==> src/hdl/vpm_pkg.sv <==
// package for the voltage, cos phi and active power limit monitors
// assumes a single 20 MHz system clock and a classic wishbone host
package vpm_pkg;
  // monitor slots: 0 volt trip, 1 volt warn, 2 pf trip, 3 pf warn,
  // 4 p> trip, 5 p> warn, 6 p< trip, 7 p< warn
  localparam int         VPM_NMON       = 8;
  localparam logic [7:0] VPM_TRIP_KIND  = 8'h55;
  localparam logic [7:0] VPM_UPPER_KIND = 8'h30;
  localparam logic [7:0] VPM_VOLT_KIND  = 8'h03;

  // register byte offsets
  localparam logic [7:0] VPM_CTRL_OFS  = 8'h00;
  localparam logic [7:0] VPM_VLVL_OFS  = 8'h04;
  localparam logic [7:0] VPM_PFLVL_OFS = 8'h08;
  localparam logic [7:0] VPM_PWR_OFS   = 8'h10;
  localparam logic [7:0] VPM_RESP_OFS  = 8'h20;
  localparam logic [7:0] VPM_STAT_OFS  = 8'h40;

  // field positions
  localparam int VPM_CTRL_VACT_POS = 8;
  localparam int VPM_LVL_WARN_POS  = 8;
  localparam int VPM_RESP_DLY_POS  = 8;

  // values after reset
  localparam logic [3:0] VPM_HYST_RST = 4'h5;
  localparam logic [7:0] VPM_DLY_RST  = 8'h05;
  localparam logic [7:0] VPM_VLVL_RST = 8'h00;
  localparam logic [6:0] VPM_PF_RST   = 7'h00;
  localparam logic [31:0] VPM_PWR_RST = 32'h0000_0000;

  // scaling: 8 V per voltage code, percent full scale
  localparam int          VPM_VSTEP_SHIFT = 3;
  localparam logic [35:0] VPM_PCT_FULL    = 36'h064;
  localparam logic [6:0]  VPM_PF_MAX      = 7'h64;

  // delay step of 0.1 s expressed in clock cycles
  localparam int VPM_CLK_HZ       = 20_000_000;
  localparam int VPM_DLY_STEP_MS  = 100;
  localparam int VPM_DLY_STEP_CYC = VPM_CLK_HZ / 1000 * VPM_DLY_STEP_MS;

  typedef enum logic [1:0] {
    VPM_RSP_OFF    = 2'h0,
    VPM_RSP_SIGNAL = 2'h1,
    VPM_RSP_WARN   = 2'h2,
    VPM_RSP_TRIP   = 2'h3
  } vpm_resp_t;

  typedef enum logic [1:0] {
    VPM_ACT_ON     = 2'h0,
    VPM_ACT_ON_TPF = 2'h1,
    VPM_ACT_RUN    = 2'h2
  } vpm_act_t;
endpackage : vpm_pkg

==> src/hdl/vpm_mon_if.sv <==
// interface between the top and one limit monitor slot
// assumes both ends run on the same clock
`timescale 1ns/1ps
interface vpm_mon_if;
  logic [31:0] thr;
  logic [31:0] val;
  logic        upper;
  logic        active;
  logic [3:0]  hyst;
  logic [7:0]  dly;
  logic        tick;
  logic        cond;
  logic        fired;
  modport mon (input thr, val, upper, active, hyst, dly, tick,
               output cond, fired);
  modport ctl (output thr, val, upper, active, hyst, dly, tick,
               input cond, fired);
endinterface : vpm_mon_if

==> src/hdl/vpm_limit_mon.sv <==
// one limit slot: hysteresis comparator and response delay timer
// assumes tick pulses once per delay step on the same clock
`timescale 1ns/1ps
module vpm_limit_mon (
  // clock and reset
  input wire logic clk_i,
  input wire logic rst_i,
  // slot carrier
  vpm_mon_if.mon   m
);
  import vpm_pkg::*;

  logic [35:0] prod;
  logic [31:0] band;
  logic [32:0] rel_hi;
  logic [31:0] rel_lo;
  logic        cond_r, cond_nxt;
  logic        fired_r, fired_nxt;
  logic [7:0]  cnt_r, cnt_nxt;

  // hysteresis band as a fraction of the threshold
  always_comb begin
    prod   = 36'(m.thr) * 36'(m.hyst);
    band   = 32'(prod / VPM_PCT_FULL);
    rel_hi = {1'b0, m.thr} + {1'b0, band};
    rel_lo = m.thr - band;
  end

  // set on crossing, release only past the band
  always_comb begin
    cond_nxt = cond_r;
    if (!m.active) begin
      cond_nxt = 1'b0;
    end else if (!cond_r) begin
      cond_nxt = m.upper ? (m.val > m.thr) : (m.val < m.thr);
    end else if (m.upper) begin
      cond_nxt = !(m.val < rel_lo);
    end else begin
      cond_nxt = !({1'b0, m.val} > rel_hi);
    end
  end

  // delay timer restarts whenever the condition drops
  always_comb begin
    cnt_nxt   = cnt_r;
    fired_nxt = fired_r;
    if (!cond_r) begin
      cnt_nxt   = 8'h00;
      fired_nxt = 1'b0;
    end else if (cnt_r >= m.dly) begin
      fired_nxt = 1'b1;
    end else if (m.tick) begin
      cnt_nxt = cnt_r + 8'h01;
    end
  end

  always_ff @(posedge clk_i) begin
    if (rst_i) begin
      cond_r  <= 1'b0;
      fired_r <= 1'b0;
      cnt_r   <= 8'h00;
    end else begin
      cond_r  <= cond_nxt;
      fired_r <= fired_nxt;
      cnt_r   <= cnt_nxt;
    end
  end

  assign m.cond  = cond_r;
  assign m.fired = fired_r;
endmodule : vpm_limit_mon

==> src/hdl/vpm_monitor_top.sv <==
// voltage, cos phi and active power limit monitors with wishbone regs
// assumes measured values arrive from logic on the same clock
//
// What this block does
// - undervoltage judged on the smallest measured voltage, three or one phase
// - voltage trip and warn levels 0 to 2040 V in 8 V steps, reset zero
// - voltage responds when minimum voltage drops below trip or warn level
// - voltage keeps being evaluated while the motor is off
// - voltage activity always or always-except-test-position, the latter after reset
// - third voltage activity: only with motor on and no test position
// - voltage trip response off, signal or trip; delay 0-25.5 s, 0.5 s
// - voltage warn response off, signal or warn; delay 0-25.5 s, 0.5 s
// - one hysteresis 0-15 percent in 1 percent steps, 5 after reset
// - cos phi levels 0 to 100 percent, reset zero, 100 means 1.00
// - cos phi responds when measured power factor drops below a level
// - cos phi and power only judged when running, started, no test position
// - cos phi trip response off, signal or trip; delay 0-25.5 s, 0.5 s
// - cos phi warn response off, signal or warn; delay 0-25.5 s, 0.5 s
// - separate upper and lower power levels, 32-bit watts, reset zero
// - power responds above an upper level or below a lower level
// - power trip response off, signal or trip; delay 0-25.5 s, 0.5 s
`timescale 1ns/1ps
module vpm_monitor_top #(
  parameter int unsigned DLY_STEP_CYC = vpm_pkg::VPM_DLY_STEP_CYC
) (
  // clock and reset
  input  wire logic        clk_i,
  input  wire logic        rst_i,
  // wishbone slave
  input  wire logic        wb_cyc_i,
  input  wire logic        wb_stb_i,
  input  wire logic        wb_we_i,
  input  wire logic [7:0]  wb_adr_i,
  input  wire logic [3:0]  wb_sel_i,
  input  wire logic [31:0] wb_dat_i,
  output logic             wb_ack_o,
  output logic      [31:0] wb_dat_o,
  // measured values, volts, percent and watts
  input  wire logic [11:0] u_l1_i,
  input  wire logic [11:0] u_l2_i,
  input  wire logic [11:0] u_l3_i,
  input  wire logic        single_phase_i,
  input  wire logic [6:0]  pf_meas_i,
  input  wire logic [31:0] pwr_meas_i,
  // motor state
  input  wire logic        motor_on_i,
  input  wire logic        motor_started_i,
  input  wire logic        test_position_feedback_i,
  // responses
  output logic             signal_o,
  output logic             warn_o,
  output logic             trip_o
);
  import vpm_pkg::*;

  // configuration state
  logic [3:0]  hyst_r, hyst_nxt;
  vpm_act_t    vact_r, vact_nxt;
  logic [7:0]  vtrip_r, vtrip_nxt;
  logic [7:0]  vwarn_r, vwarn_nxt;
  logic [6:0]  pftrip_r, pftrip_nxt;
  logic [6:0]  pfwarn_r, pfwarn_nxt;
  logic [31:0] pwr_r [4];
  logic [31:0] pwr_nxt [4];
  vpm_resp_t   resp_r [VPM_NMON];
  vpm_resp_t   resp_nxt [VPM_NMON];
  logic [7:0]  dly_r [VPM_NMON];
  logic [7:0]  dly_nxt [VPM_NMON];

  // bus and output state
  logic        ack_r, ack_nxt;
  logic [31:0] dat_r, dat_nxt;
  logic        sig_r, sig_nxt;
  logic        wrn_r, wrn_nxt;
  logic        trp_r, trp_nxt;
  logic [31:0] pre_r, pre_nxt;
  logic        tick_r, tick_nxt;

  // slot wiring
  logic [11:0] umin;
  logic        vact_on;
  logic        pact_on;
  logic [31:0] thr_w [VPM_NMON];
  logic [31:0] val_w [VPM_NMON];
  logic [7:0]  cond_w;
  logic [7:0]  fired_w;
  logic [31:0] rd_word;
  logic [31:0] wr_word;
  logic [7:0]  adr_w;
  logic        acc;
  logic        wr_en;

  // byte-lane merge for partial writes
  function automatic logic [31:0] vpm_merge(input logic [31:0] old_v,
                                            input logic [31:0] new_v,
                                            input logic [3:0]  sel);
    logic [31:0] res;
    res = old_v;
    for (int b = 0; b < 4; b++) begin
      if (sel[b]) begin
        res[b*8 +: 8] = new_v[b*8 +: 8];
      end
    end
    return res;
  endfunction : vpm_merge

  // drop a response code that the slot does not offer
  function automatic vpm_resp_t vpm_legal(input logic [1:0] code,
                                          input logic       trip_kind);
    vpm_resp_t r;
    r = vpm_resp_t'(code);
    if (trip_kind && r == VPM_RSP_WARN) begin
      r = VPM_RSP_OFF;
    end
    if (!trip_kind && r == VPM_RSP_TRIP) begin
      r = VPM_RSP_OFF;
    end
    return r;
  endfunction : vpm_legal

  // smallest phase voltage; single phase uses the first input only
  always_comb begin
    umin = u_l1_i;
    if (!single_phase_i) begin
      if (u_l2_i < umin) begin
        umin = u_l2_i;
      end
      if (u_l3_i < umin) begin
        umin = u_l3_i;
      end
    end
  end

  // activity gates; voltage does not need the motor running by default
  always_comb begin
    unique case (vact_r)
      VPM_ACT_ON:     vact_on = 1'b1;
      VPM_ACT_ON_TPF: vact_on = !test_position_feedback_i;
      VPM_ACT_RUN:    vact_on = motor_on_i && !test_position_feedback_i;
      default:        vact_on = motor_on_i && !test_position_feedback_i;
    endcase
    pact_on = motor_on_i && motor_started_i && !test_position_feedback_i;
  end

  // per-slot thresholds and measured values, all widened to 32 bits
  always_comb begin
    for (int i = 0; i < VPM_NMON; i++) begin
      thr_w[i] = 32'h0000_0000;
      val_w[i] = pwr_meas_i;
    end
    thr_w[0] = 32'({vtrip_r, 3'h0});
    thr_w[1] = 32'({vwarn_r, 3'h0});
    val_w[0] = 32'(umin);
    val_w[1] = 32'(umin);
    thr_w[2] = 32'(pftrip_r);
    thr_w[3] = 32'(pfwarn_r);
    val_w[2] = 32'(pf_meas_i);
    val_w[3] = 32'(pf_meas_i);
    for (int i = 0; i < 4; i++) begin
      thr_w[i+4] = pwr_r[i];
    end
  end

  // one monitor per slot; voltage slots use their own gate
  for (genvar g = 0; g < VPM_NMON; g++) begin : g_mon
    vpm_mon_if mi ();
    assign mi.thr    = thr_w[g];
    assign mi.val    = val_w[g];
    assign mi.upper  = VPM_UPPER_KIND[g];
    assign mi.active = VPM_VOLT_KIND[g] ? vact_on : pact_on;
    assign mi.hyst   = hyst_r;
    assign mi.dly    = dly_r[g];
    assign mi.tick   = tick_r;
    assign cond_w[g]  = mi.cond;
    assign fired_w[g] = mi.fired;
    vpm_limit_mon u_mon (
      .clk_i (clk_i),
      .rst_i (rst_i),
      .m     (mi.mon)
    );
  end

  // 0.1 s step prescaler shared by all delay timers
  always_comb begin
    if (pre_r >= DLY_STEP_CYC - 1) begin
      pre_nxt  = 32'h0000_0000;
      tick_nxt = 1'b1;
    end else begin
      pre_nxt  = pre_r + 32'h0000_0001;
      tick_nxt = 1'b0;
    end
  end

  // responses fold over the slots whose delay has run out
  always_comb begin
    sig_nxt = 1'b0;
    wrn_nxt = 1'b0;
    trp_nxt = 1'b0;
    for (int i = 0; i < VPM_NMON; i++) begin
      if (fired_w[i]) begin
        sig_nxt = sig_nxt | (resp_r[i] == VPM_RSP_SIGNAL);
        wrn_nxt = wrn_nxt | (resp_r[i] == VPM_RSP_WARN);
        trp_nxt = trp_nxt | (resp_r[i] == VPM_RSP_TRIP);
      end
    end
  end

  // register read image; unmapped words read zero
  assign adr_w = {wb_adr_i[7:2], 2'h0};
  always_comb begin
    rd_word = 32'h0000_0000;
    if (adr_w == VPM_CTRL_OFS) begin
      rd_word[3:0] = hyst_r;
      rd_word[VPM_CTRL_VACT_POS +: 2] = vact_r;
    end else if (adr_w == VPM_VLVL_OFS) begin
      rd_word[7:0] = vtrip_r;
      rd_word[VPM_LVL_WARN_POS +: 8] = vwarn_r;
    end else if (adr_w == VPM_PFLVL_OFS) begin
      rd_word[6:0] = pftrip_r;
      rd_word[VPM_LVL_WARN_POS +: 7] = pfwarn_r;
    end else if (adr_w[7:4] == VPM_PWR_OFS[7:4]) begin
      rd_word = pwr_r[adr_w[3:2]];
    end else if (adr_w[7:5] == VPM_RESP_OFS[7:5]) begin
      rd_word[1:0] = resp_r[adr_w[4:2]];
      rd_word[VPM_RESP_DLY_POS +: 8] = dly_r[adr_w[4:2]];
    end else if (adr_w == VPM_STAT_OFS) begin
      rd_word = {13'h0000, trp_r, wrn_r, sig_r, fired_w, cond_w};
    end
  end

  // classic wishbone: ack one cycle after the strobe, write at ack edge
  assign acc     = wb_cyc_i && wb_stb_i;
  assign wr_en   = acc && ack_r && wb_we_i;
  assign wr_word = vpm_merge(rd_word, wb_dat_i, wb_sel_i);
  always_comb begin
    ack_nxt = acc && !ack_r;
    dat_nxt = (acc && !ack_r) ? rd_word : dat_r;
  end

  // configuration write path; power factor levels above 100 are clamped to 100
  always_comb begin
    hyst_nxt   = hyst_r;
    vact_nxt   = vact_r;
    vtrip_nxt  = vtrip_r;
    vwarn_nxt  = vwarn_r;
    pftrip_nxt = pftrip_r;
    pfwarn_nxt = pfwarn_r;
    pwr_nxt    = pwr_r;
    resp_nxt   = resp_r;
    dly_nxt    = dly_r;
    if (wr_en) begin
      if (adr_w == VPM_CTRL_OFS) begin
        hyst_nxt = wr_word[3:0];
        vact_nxt = vpm_act_t'(wr_word[VPM_CTRL_VACT_POS +: 2]);
      end else if (adr_w == VPM_VLVL_OFS) begin
        vtrip_nxt = wr_word[7:0];
        vwarn_nxt = wr_word[VPM_LVL_WARN_POS +: 8];
      end else if (adr_w == VPM_PFLVL_OFS) begin
        pftrip_nxt = (wr_word[6:0] > VPM_PF_MAX) ? VPM_PF_MAX : wr_word[6:0];
        pfwarn_nxt = (wr_word[14:8] > VPM_PF_MAX) ? VPM_PF_MAX : wr_word[14:8];
      end else if (adr_w[7:4] == VPM_PWR_OFS[7:4]) begin
        pwr_nxt[adr_w[3:2]] = wr_word;
      end else if (adr_w[7:5] == VPM_RESP_OFS[7:5]) begin
        resp_nxt[adr_w[4:2]] = vpm_legal(wr_word[1:0],
                                         VPM_TRIP_KIND[adr_w[4:2]]);
        dly_nxt[adr_w[4:2]]  = wr_word[VPM_RESP_DLY_POS +: 8];
      end
    end
  end

  // all top-level state registered here; slot state sits in vpm_limit_mon
  always_ff @(posedge clk_i) begin
    if (rst_i) begin
      hyst_r   <= VPM_HYST_RST;
      vact_r   <= VPM_ACT_ON_TPF;
      vtrip_r  <= VPM_VLVL_RST;
      vwarn_r  <= VPM_VLVL_RST;
      pftrip_r <= VPM_PF_RST;
      pfwarn_r <= VPM_PF_RST;
      for (int i = 0; i < 4; i++) begin
        pwr_r[i] <= VPM_PWR_RST;
      end
      for (int i = 0; i < VPM_NMON; i++) begin
        resp_r[i] <= VPM_RSP_OFF;
        dly_r[i]  <= VPM_DLY_RST;
      end
      ack_r  <= 1'b0;
      dat_r  <= 32'h0000_0000;
      sig_r  <= 1'b0;
      wrn_r  <= 1'b0;
      trp_r  <= 1'b0;
      pre_r  <= 32'h0000_0000;
      tick_r <= 1'b0;
    end else begin
      hyst_r   <= hyst_nxt;
      vact_r   <= vact_nxt;
      vtrip_r  <= vtrip_nxt;
      vwarn_r  <= vwarn_nxt;
      pftrip_r <= pftrip_nxt;
      pfwarn_r <= pfwarn_nxt;
      pwr_r    <= pwr_nxt;
      resp_r   <= resp_nxt;
      dly_r    <= dly_nxt;
      ack_r    <= ack_nxt;
      dat_r    <= dat_nxt;
      sig_r    <= sig_nxt;
      wrn_r    <= wrn_nxt;
      trp_r    <= trp_nxt;
      pre_r    <= pre_nxt;
      tick_r   <= tick_nxt;
    end
  end

  // outputs straight from flops
  assign wb_ack_o = ack_r;
  assign wb_dat_o = dat_r;
  assign signal_o = sig_r;
  assign warn_o   = wrn_r;
  assign trip_o   = trp_r;
endmodule : vpm_monitor_top

==> config.mk <==
export PLATFORM = sky130hd
export DESIGN_NAME = vpm_monitor_top
export DESIGN_NICKNAME = d
export VERILOG_FILES = /design/src/hdl/vpm_pkg.sv /design/src/hdl/vpm_mon_if.sv /design/src/hdl/vpm_limit_mon.sv /design/src/hdl/vpm_monitor_top.sv
export SDC_FILE = /design/constraint.sdc
export NUM_CORES = 2
export LEC_CHECK = 0
export ABC_AREA = 1
export BUFFER_PORTS_ARGS = -buffer_cell sky130_fd_sc_hd__buf_2
export CAP_MARGIN = 40
export CELL_PAD_IN_SITES_DETAIL_PLACEMENT = 1
export CELL_PAD_IN_SITES_GLOBAL_PLACEMENT = 1
export CORE_UTILIZATION = 45
export CTS_CLUSTER_DIAMETER = 150
export DETAILED_ROUTE_END_ITERATION = 7
export PLACE_DENSITY = 0.83
export SLEW_MARGIN = 20
export SYNTH_ARGS = -nofsm -noshare
export SYNTH_HDL_FRONTEND = slang
export SYNTH_SLANG_ARGS = --single-unit
==> constraint.sdc <==
create_clock -name clk_i -period 45.9 [get_ports clk_i]
set_clock_uncertainty 0.2 [all_clocks]
set_input_delay 6.885 -clock clk_i [delete_from_list [all_inputs] [get_ports clk_i]]
set_output_delay 6.885 -clock clk_i [all_outputs]
set_load 0.01 [all_outputs]
==> flow_summary.json <==
{
  "outcome": "completed",
  "clk_pin_slew_ns": 0.07,
  "first_pass_iters": 5,
  "slew_headroom": 0.358,
  "finalMaxSlewViolations": 0,
  "cts_setup_buffers": 0,
  "syn_area_um2": 76300,
  "finalHoldViolCount": 0,
  "grt_pass1_vias": 82300,
  "die_area_um2": 171000,
  "start_kind": "flip-flop",
  "cts_inserted_buffers": 43,
  "path_common_cell": "nand2_2",
  "tightestPinTransition_ns": 0.963,
  "coreArea_um2": 168000,
  "ys_types": 94,
  "layout_min_cycle_time_ns": 26.91,
  "cts-root-buf": "clkbuf_16",
  "viasPerCell": 5.61,
  "cts_hold_buf": 0,
  "htreeDepth": 2,
  "pre_cts_slack_ns": 19.07,
  "hp-class": "flip-flop to flip-flop",
  "gp_congestion": 1.02,
  "rsz0062_at_grt": "false",
  "max_stage_delay_ns": 0.79,
  "initialDrtViolationCount": 5541,
  "ant_nets": 0,
  "cp.arrival_ns": 27.17,
  "fillers": 23200,
  "die-height_um": 414,
  "cts.path.max_buffers": 3,
  "grt_overflow_total": 0,
  "io_pins": 164,
  "whs_ns": 0.259,
  "cp_max_fo": 48,
  "cts_sinks": 393,
  "crit_type": "flip-flop to flip-flop",
  "postSynthAreaPerCell_um2": 6.33,
  "clock.fmax_mhz": 37.2,
  "setup_tns_ns": 0,
  "num_rows": 150,
  "routedWlPerCell_um": 19.6,
  "dp_hpwl_mm": 236,
  "r2r_cells": 182,
  "area_growth_pct": 6.89,
  "maxCapViolCount": 0,
  "synth_area_leaders": "nand2_1 13%, ha_1 13%, inv_1 11%",
  "required_ns": 46.16,
  "drive_above_1_share": 0.130,
  "cts.repair.resized": 0,
  "postRouteWirelength_mm": 282,
  "setup_viol": 0,
  "io_buffers": 161,
  "synth_seq_cells": 393,
  "grt_pass1_wl_mm": 447,
  "initial_core_util": 0.455,
  "setup_ws_ns": 18.99,
  "via_count": 80900,
  "hold_depth": 1,
  "rrSetupSlack_ns": 18.99,
  "synth_top_cell_by_area": "nand2_1",
  "antenna_found_initial": 24,
  "cp-end-kind": "flip-flop",
  "synth_top_area_share": 0.131,
  "ys.flop_type": "dfxtp_1",
  "synthCells": 12100,
  "synth-seq-area-share": 0.103,
  "finalNetCount": 13400,
  "fin_crit_sh": 0.586,
  "cts_tree": "done",
  "drc": 0,
  "synthArstFlopShare": 0,
  "grt_max_degree": 97,
  "clk_latency_ns": 0.63,
  "grt_usage": 0.325,
  "die_w_um": 414,
  "yosysWarningCount": 0,
  "slowest_stage": "nor2_1",
  "synth_edf_count": 0
}
[worst max-delay path, delay by kind of cell, from the launching register on]
family	cells	cell delay (ns)
AO/OA/AOI/OAI	16	4.02
buffers and inverters	12	2.05
flip-flops	1	0.60
AND/OR/NAND/NOR	147	17.28
XOR/XNOR	1	0.19
adder cells (fa/ha/maj)	6	2.27
[registers in the layout, summed over array words and instances (netlist names), 16 cells and up]
name,flops
wb_dat_o,32
g_mon.mi.thr,128
pre_r,32
g_mon.u_mon.cnt_r,64
g_mon.mi.dly,64
resp_r,16
[per-layer routing]
| layer | global-route usage | wire, um | vias to the layer above |
|---|---|---|---|
| met2 | 0.531 | 126000 | 2002 |
| met1 | 0.432 | 125000 | 39400 |
| met4 | 0.104 | 10300 | 18 |
| met3 | 0.0529 | 20200 | 405 |
| li1 | - | - | 39100 |
| met5 | 0 | 130 | - |
[path summary, 6_finish.rpt]
| kind | from | to |
|---|---|---|
| max reg2reg | g_mon[0].mi.hyst[1] | g_mon[5].u_mon.m.cond |
| min reg2reg | pre_r[0] | pre_r[0] |
| max | g_mon[0].mi.hyst[1] | g_mon[5].u_mon.m.cond |
| min | pre_r[0] | pre_r[0] |
[cell type report]
cell class              count  area (um^2)  area share
clock buffers              58         1240      0.0152
clock inverters            17          183     0.00224
flip-flops and latches    393         7880      0.0966
diodes                     10         25.0    0.000307
well taps                2204         2760      0.0338
repair buffers            261         1690      0.0207
multi-input cells        9089        58700       0.719
inverters                2386         9120       0.112
[cell usage after synthesis (19+ instances only)]
| cell | instances |
|---|---|
| a211oi_1 | 31 |
| a21o_1 | 28 |
| a21oi_1 | 864 |
| a22oi_1 | 24 |
| a31oi_1 | 55 |
| clkbuf_1 | 180 |
| clkinv_1 | 21 |
| dfxtp_1 | 393 |
| fa_1 | 292 |
| ha_1 | 783 |
| inv_1 | 2228 |
| inv_2 | 109 |
| nand2_1 | 2664 |
| nand2_2 | 515 |
| nand2_4 | 217 |
| nand3_1 | 686 |
| nand3_2 | 97 |
| nand3_4 | 20 |
| nand3b_1 | 19 |
| nand4_1 | 248 |
| nand4_2 | 29 |
| nor2_1 | 660 |
| nor2_2 | 67 |
| nor2_4 | 48 |
| nor3_1 | 70 |
| nor4_1 | 23 |
| o211ai_1 | 56 |
| o21a_1 | 45 |
| o21ai_0 | 682 |
| o21ai_1 | 97 |
| o21ai_2 | 26 |
| o21bai_1 | 58 |
| o22ai_1 | 66 |
| xnor2_1 | 130 |
| xor2_1 | 257 |
[logic make-up after synthesis]
kind of cell    synth area share
fa+ha+maj                  0.205
flops                      0.103
mux                     0.000262
other cells            0.0000491
simple gates               0.356
buf+inv                    0.129
compound gates             0.161
xor+xnor                  0.0454
[per-stage QoR]
stage | std cells | utilization | cell area (um^2)
5_1_grt | 14400 | 0.486 | 81600
6_report | 14400 | 0.486 | 81600
3_5_place_dp | 14300 | 0.477 | 80000
2_1_floorplan | 12100 | - | 76400
3_3_place_gp | 14300 | 0.475 | 79700
4_1_cts | 14400 | 0.485 | 81400
[cell usage in the layout, fill, tap and decap left out, drive strengths merged, types with 33 or more instances in the layout]
| cell | count |
|---|---|
| buf | 258 |
| nand2 | 3402 |
| ha | 783 |
| o211ai | 57 |
| o22ai | 66 |
| nand3 | 803 |
| xor2 | 259 |
| dfxtp | 393 |
| a21o | 33 |
| nor2 | 780 |
| xnor2 | 132 |
| a21oi | 875 |
| inv | 2348 |
| fa | 292 |
| nand4 | 281 |
| o21ai | 805 |
| o21bai | 65 |
| nor3 | 75 |
| clkinv | 46 |
| o21a | 46 |
| clkbuf | 61 |
| a31oi | 55 |
Power is not shown: default switching activity piles up to over one toggle a cycle in this logic, so the estimate is an artifact.
